<file path="config.mk">
export PLATFORM = sky130hd
export DESIGN_NAME = pue_error_lane
export DESIGN_NICKNAME = d
export VERILOG_FILES = /design/src/pue_pkg.sv /design/src/pue_error_lane.sv
export SDC_FILE = /design/constraint.sdc
export NUM_CORES = 1
export LEC_CHECK = 0
export ABC_AREA = 1
export ABC_CLOCK_PERIOD_IN_PS = 1900
export BUFFER_PORTS_ARGS = -buffer_cell sky130_fd_sc_hd__buf_2
export CORE_AREA = 3 3 201 203
export DETAILED_ROUTE_END_ITERATION = 16
export DIE_AREA = 0 0 204 206
export GPL_TIMING_DRIVEN = 0
export SYNTH_ARGS = -nofsm -noshare
export SYNTH_HDL_FRONTEND = slang
export SYNTH_SLANG_ARGS = --single-unit
</file>
<file path="constraint.sdc">
create_clock -name clk -period 1.9 [get_ports clk]
set_input_delay 0.095 -clock clk [delete_from_list [all_inputs] [get_ports clk]]
set_output_delay 0.095 -clock clk [all_outputs]
set_load 0.02 [all_outputs]
</file>
<file path="src/pue_pkg.sv">
// Package with offsets, field positions, reset values and event indices
package pue_pkg;
    // Register byte offsets
    localparam logic [7:0] OFS_CONTROL = 8'h00;
    localparam logic [7:0] OFS_STATUS = 8'h04;
    localparam logic [7:0] OFS_IRQ_EN = 8'h08;
    localparam logic [7:0] OFS_CHAN_CTRL = 8'h0c;
    localparam logic [7:0] OFS_DESC_PTR = 8'h10;
    // Control fields
    localparam int CTL_PARITY_RESPONSE_ENABLE = 0;
    localparam int CTL_IN_DATA_BE = 1;
    localparam int CTL_OUT_DATA_BE = 2;
    localparam int CTL_IN_BEN_SWAP = 3;
    localparam int CTL_OUT_BEN_SWAP = 4;
    localparam int CTL_W = 5;
    localparam logic [4:0] CTL_RESET = 5'h00;
    // Status flag positions
    localparam int F_TGT_ADR = 0;
    localparam int F_DTX = 1;
    localparam int F_CSR_BE = 2;
    localparam int F_TGT_WPAR = 3;
    localparam int F_TGT_SRAM = 4;
    localparam int F_TGT_DRAM = 5;
    localparam int F_DMA_DRAM = 6;
    localparam int F_DMA_SRAM = 7;
    localparam int F_DPE = 8;
    localparam int F_DATA_PARITY_DETECTED_FLAG = 9;
    localparam int F_RMA = 10;
    localparam int F_RTA = 11;
    localparam int F_RECEIVED_SYSTEM_ERROR_FLAG = 12;
    localparam int NFLAG = 13;
    localparam int ST_DET_PAR = 16;
    localparam logic [12:0] FLAG_RESET = 13'h0000;
    // Channel control fields
    localparam int CH_ENABLE = 0;
    localparam int CH_ERROR = 1;
    // PCI-side event vector bit positions
    localparam int EV_TDEC = 0;
    localparam int EV_APAR = 1;
    localparam int EV_TWR = 2;
    localparam int EV_TRD = 3;
    localparam int EV_DPAR = 4;
    localparam int EV_CSR = 5;
    localparam int EV_CSR_LOCAL = 6;
    localparam int EV_DTX = 7;
    localparam int EV_MWR = 8;
    localparam int EV_MRD = 9;
    localparam int EV_MDMA = 10;
    localparam int EV_MABT = 11;
    localparam int EV_TABT = 12;
    localparam int EV_DETECTED_PARITY_STATUS_N = 13;
    localparam int EV_SERR_N = 14;
    localparam int EV_PRST_N = 15;
    localparam int EV_CBE_LO = 16;
    localparam int EVT_W = 20;
    // Idle event vector: active-low pins released
    localparam logic [19:0] EVT_IDLE = 20'h0e000;
endpackage

</file>
<file path="src/pue_error_lane.sv">
// PCI unit error response, DMA channel error handling and byte lane alignment
`timescale 1ns/1ps
module pue_error_lane #(
    parameter int DESC_W = 32,
    parameter int WC_W = 16
) (
    input wire logic clk,
    input wire logic rst,
    // AHB-Lite register slave
    input wire logic hsel,
    input wire logic [31:0] haddr,
    input wire logic [1:0] htrans,
    input wire logic hwrite,
    input wire logic [2:0] hsize,
    input wire logic [31:0] hwdata,
    input wire logic hready,
    output logic hreadyout,
    output logic [31:0] hrdata,
    output logic hresp,
    // PCI side, sampled through pciClk edges
    input wire logic pciClk,
    input wire logic [19:0] pciEvt,
    output logic tgtClaim,
    output logic tgtAbort,
    output logic tgtDropWrite,
    output logic delayedReadValid,
    output logic perrOut,
    output logic perrOeN,
    output logic mstStop,
    // Internal memory and DMA events
    input wire logic tgtSramErr,
    input wire logic tgtDramErr,
    input wire logic dmaDramErr,
    input wire logic dmaSramErr,
    input wire logic delayedReadStart,
    input wire logic descLoad,
    input wire logic [WC_W-1:0] descWordCount,
    output logic descRetire,
    output logic chanReset,
    // Direct transfers from the core or engines
    input wire logic dirReq,
    input wire logic dirWrite,
    input wire logic coreRdValid,
    input wire logic [31:0] coreRdData,
    input wire logic coreRdParErr,
    output logic dirIssue,
    output logic dirRspValid,
    output logic [31:0] dirRspData,
    output logic dirRspErr,
    // Lane alignment and core interrupt
    input wire logic [63:0] pciDataIn,
    input wire logic [7:0] pciBenIn,
    input wire logic [63:0] memDataIn,
    input wire logic [7:0] memBenIn,
    output logic [63:0] memDataOut,
    output logic [7:0] memBenOut,
    output logic [63:0] pciDataOut,
    output logic [7:0] pciBenOut,
    output logic coreIrq
);

    function automatic logic [63:0] swapBytes(input logic [63:0] d);
        logic [63:0] r;
        r = '0;
        for (int i = 0; i < 8; i++) begin
            r[(i ^ 3) * 8 +: 8] = d[i * 8 +: 8];
        end
        return r;
    endfunction

    function automatic logic [7:0] swapBens(input logic [7:0] b);
        return {b[4], b[5], b[6], b[7], b[0], b[1], b[2], b[3]};
    endfunction

    function automatic logic beLegal(input logic [3:0] be, input logic isLocal);
        logic ok;
        ok = (be == 4'h0) || (be == 4'hf);
        if (!isLocal) begin
            ok = ok || (be == 4'he) || (be == 4'hd) || (be == 4'hb) || (be == 4'h7)
                 || (be == 4'hc) || (be == 4'h3);
        end
        return ok;
    endfunction

    // Link clock and event synchronisers
    logic pciClkS1_ff, pciClkS2_ff, pciClkS3_ff;
    logic [pue_pkg::EVT_W-1:0] evtS1_ff, evtS2_ff, evt_ff;
    logic evtValid_ff;
    logic pciEdge;

    always_ff @(posedge clk) begin
        if (rst) begin
            pciClkS1_ff <= 1'b0;
            pciClkS2_ff <= 1'b0;
            pciClkS3_ff <= 1'b0;
            evtS1_ff <= pue_pkg::EVT_IDLE;
            evtS2_ff <= pue_pkg::EVT_IDLE;
        end else begin
            pciClkS1_ff <= pciClk;
            pciClkS2_ff <= pciClkS1_ff;
            pciClkS3_ff <= pciClkS2_ff;
            evtS1_ff <= pciEvt;
            evtS2_ff <= evtS1_ff;
        end
    end

    assign pciEdge = pciClkS2_ff & ~pciClkS3_ff;

    // One sample per PCI clock; events stand for a whole link period
    always_ff @(posedge clk) begin
        if (rst) begin
            evt_ff <= pue_pkg::EVT_IDLE;
            evtValid_ff <= 1'b0;
        end else begin
            evtValid_ff <= pciEdge;
            if (pciEdge) begin
                evt_ff <= evtS2_ff;
            end
        end
    end

    // Registers
    logic [pue_pkg::CTL_W-1:0] ctrl_ff;
    logic [pue_pkg::NFLAG-1:0] flags_ff, irqEn_ff, setFlags, nxt_flags;
    logic detPar_ff, chanEnable_ff, chanError_ff;
    logic [DESC_W-1:0] descPtr_ff;
    logic perrResp;

    assign perrResp = ctrl_ff[pue_pkg::CTL_PARITY_RESPONSE_ENABLE];

    // Event decode; the PCI terms are gated by a fresh PCI sample, tMemErr, the internal part of dmaErr and pciInReset are not
    logic ev, tDec, aParBlock, csrBad, twPar, mPerrRx, mRdPar, mAbt, tAbtRx, serrRx;
    logic isDma, dmaErr, tMemErr, pciInReset;
    assign ev = evtValid_ff;
    assign tDec = ev & evt_ff[pue_pkg::EV_TDEC];
    assign aParBlock = tDec & perrResp & evt_ff[pue_pkg::EV_APAR];
    assign csrBad = tDec & ~aParBlock & evt_ff[pue_pkg::EV_CSR]
        & ~beLegal(evt_ff[pue_pkg::EV_CBE_LO +: 4], evt_ff[pue_pkg::EV_CSR_LOCAL]);
    assign twPar = tDec & ~aParBlock & perrResp & evt_ff[pue_pkg::EV_TWR]
        & evt_ff[pue_pkg::EV_DPAR];
    // DETECTED_PARITY_STATUS# against our own target read data is left to the initiator
    assign mPerrRx = ev & perrResp & evt_ff[pue_pkg::EV_MWR]
        & ~evt_ff[pue_pkg::EV_DETECTED_PARITY_STATUS_N];
    assign mRdPar = ev & perrResp & evt_ff[pue_pkg::EV_MRD] & evt_ff[pue_pkg::EV_DPAR];
    assign mAbt = ev & evt_ff[pue_pkg::EV_MABT];
    assign tAbtRx = ev & evt_ff[pue_pkg::EV_TABT];
    assign serrRx = ev & ~evt_ff[pue_pkg::EV_SERR_N]
        & (evt_ff[pue_pkg::EV_MWR] | evt_ff[pue_pkg::EV_MRD]);
    assign isDma = evt_ff[pue_pkg::EV_MDMA];
    assign tMemErr = tgtSramErr | tgtDramErr;
    assign dmaErr = dmaDramErr | dmaSramErr
        | (isDma & (mPerrRx | mRdPar | mAbt | tAbtRx));
    assign pciInReset = ~evt_ff[pue_pkg::EV_PRST_N];

    always_comb begin
        setFlags = '0;
        setFlags[pue_pkg::F_TGT_ADR] = aParBlock;
        setFlags[pue_pkg::F_DTX] = ev & evt_ff[pue_pkg::EV_DTX];
        setFlags[pue_pkg::F_CSR_BE] = csrBad;
        setFlags[pue_pkg::F_TGT_WPAR] = twPar;
        setFlags[pue_pkg::F_TGT_SRAM] = tgtSramErr;
        setFlags[pue_pkg::F_TGT_DRAM] = tgtDramErr;
        setFlags[pue_pkg::F_DMA_DRAM] = dmaDramErr;
        setFlags[pue_pkg::F_DMA_SRAM] = dmaSramErr;
        setFlags[pue_pkg::F_DPE] = mPerrRx;
        setFlags[pue_pkg::F_DATA_PARITY_DETECTED_FLAG] = mRdPar;
        setFlags[pue_pkg::F_RMA] = mAbt;
        setFlags[pue_pkg::F_RTA] = tAbtRx;
        setFlags[pue_pkg::F_RECEIVED_SYSTEM_ERROR_FLAG] = serrRx;
    end

    // AHB-Lite slave: zero wait states, always OKAY
    logic wrPend_ff;
    logic [7:0] wrAddr_ff;
    logic [31:0] hrdata_ff;
    logic addrPhase;
    logic [31:0] rdMux;
    logic statusWr, ctrlWr, irqWr, chanWr, descWr;

    assign addrPhase = hsel & hready & htrans[1];
    assign statusWr = wrPend_ff && (wrAddr_ff == pue_pkg::OFS_STATUS);
    assign ctrlWr = wrPend_ff && (wrAddr_ff == pue_pkg::OFS_CONTROL);
    assign irqWr = wrPend_ff && (wrAddr_ff == pue_pkg::OFS_IRQ_EN);
    assign chanWr = wrPend_ff && (wrAddr_ff == pue_pkg::OFS_CHAN_CTRL);
    assign descWr = wrPend_ff && (wrAddr_ff == pue_pkg::OFS_DESC_PTR);

    always_comb begin
        rdMux = 32'h0;
        case (haddr[7:0])
            pue_pkg::OFS_CONTROL: rdMux[pue_pkg::CTL_W-1:0] = ctrl_ff;
            pue_pkg::OFS_STATUS: begin
                rdMux[pue_pkg::NFLAG-1:0] = flags_ff;
                rdMux[pue_pkg::ST_DET_PAR] = detPar_ff;
            end
            pue_pkg::OFS_IRQ_EN: rdMux[pue_pkg::NFLAG-1:0] = irqEn_ff;
            pue_pkg::OFS_CHAN_CTRL: rdMux[1:0] = {chanError_ff, chanEnable_ff};
            pue_pkg::OFS_DESC_PTR: rdMux[DESC_W-1:0] = descPtr_ff;
            default: rdMux = 32'h0;
        endcase
        if (haddr[31:8] != 24'h0) begin
            rdMux = 32'h0;
        end
    end

    always_ff @(posedge clk) begin
        if (rst) begin
            wrPend_ff <= 1'b0;
            wrAddr_ff <= 8'h00;
            hrdata_ff <= 32'h0;
        end else begin
            wrPend_ff <= addrPhase & hwrite & (haddr[31:8] == 24'h0);
            if (addrPhase) begin
                wrAddr_ff <= haddr[7:0];
                hrdata_ff <= hwrite ? 32'h0 : rdMux;
            end
        end
    end

    assign hreadyout = 1'b1;
    assign hresp = 1'b0;
    assign hrdata = hrdata_ff;

    always_ff @(posedge clk) begin
        if (rst) begin
            ctrl_ff <= pue_pkg::CTL_RESET;
            irqEn_ff <= pue_pkg::FLAG_RESET;
            descPtr_ff <= '0;
        end else begin
            if (ctrlWr) begin
                ctrl_ff <= hwdata[pue_pkg::CTL_W-1:0];
            end
            if (irqWr) begin
                irqEn_ff <= hwdata[pue_pkg::NFLAG-1:0];
            end
            // The pointer is software-only so a failed descriptor stays visible
            if (descWr) begin
                descPtr_ff <= hwdata[DESC_W-1:0];
            end
        end
    end

    // Sticky flags, write one to clear; a same-cycle event wins
    always_comb begin
        nxt_flags = flags_ff;
        if (statusWr) begin
            nxt_flags = nxt_flags & ~hwdata[pue_pkg::NFLAG-1:0];
        end
        nxt_flags = nxt_flags | setFlags;
    end

    always_ff @(posedge clk) begin
        if (rst) begin
            flags_ff <= pue_pkg::FLAG_RESET;
            detPar_ff <= 1'b0;
        end else begin
            flags_ff <= nxt_flags;
            if (twPar | mPerrRx | mRdPar) begin
                detPar_ff <= 1'b1;
            end else if (statusWr & hwdata[pue_pkg::ST_DET_PAR]) begin
                detPar_ff <= 1'b0;
            end
        end
    end

    assign coreIrq = |(flags_ff & irqEn_ff);

    // DMA channel: an error beats a software enable in the same cycle
    always_ff @(posedge clk) begin
        if (rst) begin
            chanEnable_ff <= 1'b0;
            chanError_ff <= 1'b0;
            chanReset <= 1'b0;
        end else begin
            chanReset <= dmaErr;
            if (dmaErr) begin
                chanEnable_ff <= 1'b0;
            end else if (chanWr) begin
                chanEnable_ff <= hwdata[pue_pkg::CH_ENABLE];
            end
            if (dmaErr) begin
                chanError_ff <= 1'b1;
            end else if (chanWr & hwdata[pue_pkg::CH_ERROR]) begin
                chanError_ff <= 1'b0;
            end
        end
    end

    always_ff @(posedge clk) begin
        if (rst) begin
            descRetire <= 1'b0;
        end else begin
            descRetire <= descLoad && (descWordCount == '0);
        end
    end

    // Target and master responses on the PCI side
    always_ff @(posedge clk) begin
        if (rst) begin
            tgtClaim <= 1'b0;
            tgtAbort <= 1'b0;
            tgtDropWrite <= 1'b0;
            perrOeN <= 1'b1;
            mstStop <= 1'b0;
        end else begin
            if (ev) begin
                tgtClaim <= tDec & ~aParBlock;
                perrOeN <= ~(twPar | mRdPar);
            end
            tgtAbort <= tMemErr | (csrBad & evt_ff[pue_pkg::EV_TRD]);
            tgtDropWrite <= twPar | (csrBad & evt_ff[pue_pkg::EV_TWR]);
            mstStop <= dmaDramErr | mAbt | tAbtRx | (dmaErr & isDma);
        end
    end

    assign perrOut = 1'b0;

    always_ff @(posedge clk) begin
        if (rst) begin
            delayedReadValid <= 1'b0;
        end else if (ev & evt_ff[pue_pkg::EV_DTX]) begin
            delayedReadValid <= 1'b0;
        end else if (delayedReadStart) begin
            delayedReadValid <= 1'b1;
        end
    end

    // Direct transfers; writes in PCI reset end here
    always_ff @(posedge clk) begin
        if (rst) begin
            dirIssue <= 1'b0;
            dirRspValid <= 1'b0;
            dirRspData <= 32'h0;
            dirRspErr <= 1'b0;
        end else begin
            dirIssue <= dirReq & ~pciInReset;
            dirRspValid <= (dirReq & pciInReset & ~dirWrite) | coreRdValid;
            dirRspErr <= coreRdValid & coreRdParErr & perrResp;
            if (dirReq & pciInReset & ~dirWrite) begin
                dirRspData <= 32'hffffffff;
            end else if (coreRdValid) begin
                dirRspData <= coreRdData;
            end
        end
    end

    // Lane alignment; longword order is never touched
    always_ff @(posedge clk) begin
        if (rst) begin
            memDataOut <= 64'h0;
            memBenOut <= 8'h00;
            pciDataOut <= 64'h0;
            pciBenOut <= 8'h00;
        end else begin
            memDataOut <= ctrl_ff[pue_pkg::CTL_IN_DATA_BE] ? swapBytes(pciDataIn)
                : pciDataIn;
            pciDataOut <= ctrl_ff[pue_pkg::CTL_OUT_DATA_BE] ? swapBytes(memDataIn)
                : memDataIn;
            // Enables may be swapped without the data; stray bytes are don't-care
            memBenOut <= ctrl_ff[pue_pkg::CTL_IN_BEN_SWAP] ? swapBens(pciBenIn)
                : pciBenIn;
            pciBenOut <= ctrl_ff[pue_pkg::CTL_OUT_BEN_SWAP] ? swapBens(memBenIn)
                : memBenIn;
        end
    end
endmodule // pue_error_lane

</file>
==> results.toml <==
[job]
drv_cap = 0

[final_layout]
multi_input_area_um2 = 4990
mostFrequentLayoutCells = "buf_2, nor2_1, dfxtp_1"
fin_area_um2 = 20300
area_growth_pct = 56.4
regArea_um2 = 7170
stdcell_count = 3026
layout-drive-gt1-share_pct = 25.5
nets = 2774
final_common_cell = "buf_2"
fillers = 3552

[power]
peakVddDrop_mv = 0.707
power.density_nw_per_um2 = 883
leakagePower_uw = 0.00942

[worst_setup_path]
reg2reg_depth = 5
path_max_fanout = 2
crit_required_ns = 1.80
rr_endpoint = "memBenOut[6]"
rrSetupSlack_ns = 0.14
crit_path_end = "coreIrq"
crit_start = "flags_ff[0]"
rr_startpoint = "ctrl_ff[3]"
startpoint_type = "flip-flop"
crit_chain = "a22o_1 > a221oi_2 > nand4_1 > buf_4"
cpPeakStageDelay_ns = 0.33
crit_slowest_cell = "dfxtp_2"
critPathKind = "flip-flop to output port"
end_kind = "output port"
arrival_ns = 1.85

[synthesis]
ys_ff_latch = 358
synthFlopType = "dfxtp_1"
synth.yosys.seq_area_share_pct = 55.3
avgSynthCellArea_um2 = 7.82
ys_warn_count = 0
synth_cell_types = 35
ys_async_sr_fraction_pct = 0
synth_edf_count = 0
synth_area_um2 = 12900
postSynthCellCount = 1656

[global_routing]
grt_pass1_wl_um = 78600
antenna_found_initial = 5
grt_start_max_net_pins = 14
grt_usage_pct = 23.7
gr-total-overflow = 0
grt_pass1_vias = 14374

[clock_network]
clk_latency_ns = 0.55
numCtsBuffers = 40
clock_sinks = 358
htree_levels = 2
cts_tree = "done"
cts_root_buffer = "clkbuf_16"
clk_pin_slew_ns = 0.06
clk_path_buf_depth = 3

[timing]
tightest_slew_ns = 0.925
timing.fmax_mhz = 513
setup_ws_ns = -0.0487
relSlewSlack_pct = 38.4
setup_viol = 1
fin_skew_ns = 0.0145
slew_viol_final = 0
min_period_ns = 1.95
rsz0062_at_grt = "yes"
fin_crit_sh_pct = 103
hold_viol = 0

[place]
dp.cells = 2685
place.gp.congestion = 0.882
dpl.hpwl_um = 37800
place_area_um2 = 16200
port_buffers = 510

[floorplan]
die_w_um = 204
coreArea_um2 = 38600
fp-row-count = 72
io-pin-count = 520
dieArea_um2 = 42000
fp.dieH_um = 206
start_util_pct = 33.5

[routing]
first_iter_violations = 820
post_drt_wl_per_cell_um = 17.3
vias_per_cell = 4.81
drc = 0
wl_um = 52400
dr.pass1.iters = 7
postRouteAntennaNets = 0
vias = 14565

[hold_path]
hp-class = "input pin to flip-flop"

[status]
violations = "negative setup slack"
status = "finished, violations left"
kinds of logic (layout without fill, tap and decap cells):
family,Yosys count,count (layout),synth area share [%]
other cells,2,6,0.0580
flops,358,358,55.3
fa+ha+maj,1,1,0.0773
buf+inv,201,1049,6.34
compound gates,323,323,13.9
simple gates,771,771,24.2
per-stage QoR:
step                      hold slack [ns]  worst slack, ns  TNS, ns  power (uW)  util [%]
after floorplan                     0.199            0.517        0        8790         -
after global placement              0.279           -0.492    -6.04        9570      41.8
after detailed placement            0.286           -0.477    -5.73        9590      41.8
after CTS                         0.00775           -0.115   -0.115       18000      52.4
after global routing               0.0217           -0.128   -0.128       18500      52.4
final                              0.0285          -0.0487  -0.0487       17900      52.4
synthesized netlist by cell type, types with 2 or more instances:
| cell | count | share of area (%) |
|---|---|---|
| nand3_2 | 4 | 0.31 |
| a221oi_1 | 3 | 0.20 |
| nand3_1 | 37 | 1.4 |
| nand4_1 | 5 | 0.24 |
| a21oi_1 | 60 | 2.3 |
| o21ai_0 | 189 | 7.3 |
| nor3_1 | 20 | 0.77 |
| nor2_1 | 450 | 13 |
| a211oi_2 | 8 | 0.77 |
| clkbuf_1 | 79 | 2.3 |
| buf_1 | 6 | 0.17 |
| nand2_1 | 215 | 6.2 |
| buf_4 | 7 | 0.41 |
| nor2_2 | 4 | 0.19 |
| dfxtp_1 | 358 | 55 |
| buf_2 | 8 | 0.31 |
| inv_2 | 10 | 0.29 |
| nor4_1 | 23 | 1.1 |
| conb_1 | 2 | 0.058 |
| a31oi_1 | 33 | 1.6 |
| a211oi_1 | 24 | 1.4 |
| inv_1 | 86 | 2.5 |
| o211ai_1 | 4 | 0.23 |
| or2_2 | 6 | 0.29 |
| buf_6 | 4 | 0.35 |
| nor3_4 | 2 | 0.25 |
area by class of cell:
| class | instances | area share (%) |
|---|---|---|
| Sequential cell | 358 | 35.4 |
| Timing Repair Buffer | 781 | 26.0 |
| Multi-Input combinational cell | 1098 | 24.6 |
| Clock buffer | 58 | 5.83 |
| Tap cell | 518 | 3.20 |
| Buffer | 101 | 2.22 |
| Inverter | 97 | 1.80 |
| Clock inverter | 12 | 0.859 |
| Antenna cell | 3 | 0.0371 |
worst min-delay path by stage:
| stage | start | end | slack [ns] | depth (start not counted) |
|---|---|---|---|---|
| 2_1_floorplan | pciEvt[13] | evtS1_ff[13] | 0.20 | 1 |
| 3_5_place_dp | pciEvt[14] | evtS1_ff[14] | 0.29 | 2 |
| 5_1_grt | descLoad | descRetire | 0.02 | 4 |
| 4_1_cts | haddr[24] | hrdata[16] | 0.008 | 8 |
| 6_report | descLoad | descRetire | 0.03 | 4 |
| 3_3_place_gp | pciEvt[15] | evtS1_ff[15] | 0.28 | 2 |
sequential cells by signal, summed over array words and instances, names as in the netlist, 5 cells and up:
signal      cells
evtS2_ff       20
hrdata         32
evtS1_ff       20
pciDataOut     64
dirRspData     32
ctrl_ff         5
flags_ff       13
memDataOut     64
evt_ff         20
pciBenOut       8
wrAddr_ff       8
irqEn_ff       13
memBenOut       8
descPtr_ff     32
power by group:
group / leakage [uW] / internal [uW] / switching (uW)
Sequential: 0.00295 / 7810 / 108
Clock: 0.000666 / 4860 / 3110
Combinational: 0.00581 / 895 / 1110
critical path, delay by kind of cell, from the launching register on:
family,cells,cell delay [ns]
AO/OA/AOI/OAI,2,0.45
buffers and inverters,1,0.26
flip-flops,1,0.33
AND/OR/NAND/NOR,1,0.28
routing by layer:
layer / routed length, um / vias to the layer above / track usage (%)
met3: 3820 / 144 / 5.23
met5: 27 / - / 0
met1: 19800 / 6775 / 26.1
li1: - / 7006 / -
met4: 2520 / 4 / 11.8
met2: 26200 / 636 / 42.9
what timing repair did:
item | 4_1_cts | 5_1_grt
pin swaps | 2 | 2
buffers inserted | 1 | 0
resized for setup | 4 | 12
endpoints found under the hold margin | 289 | 0
setup endpoints to repair | 1 | 17
hold buffers | 271 | 0
cloned | 0 | 0
Note: power is estimated with default switching activity, not from simulation.
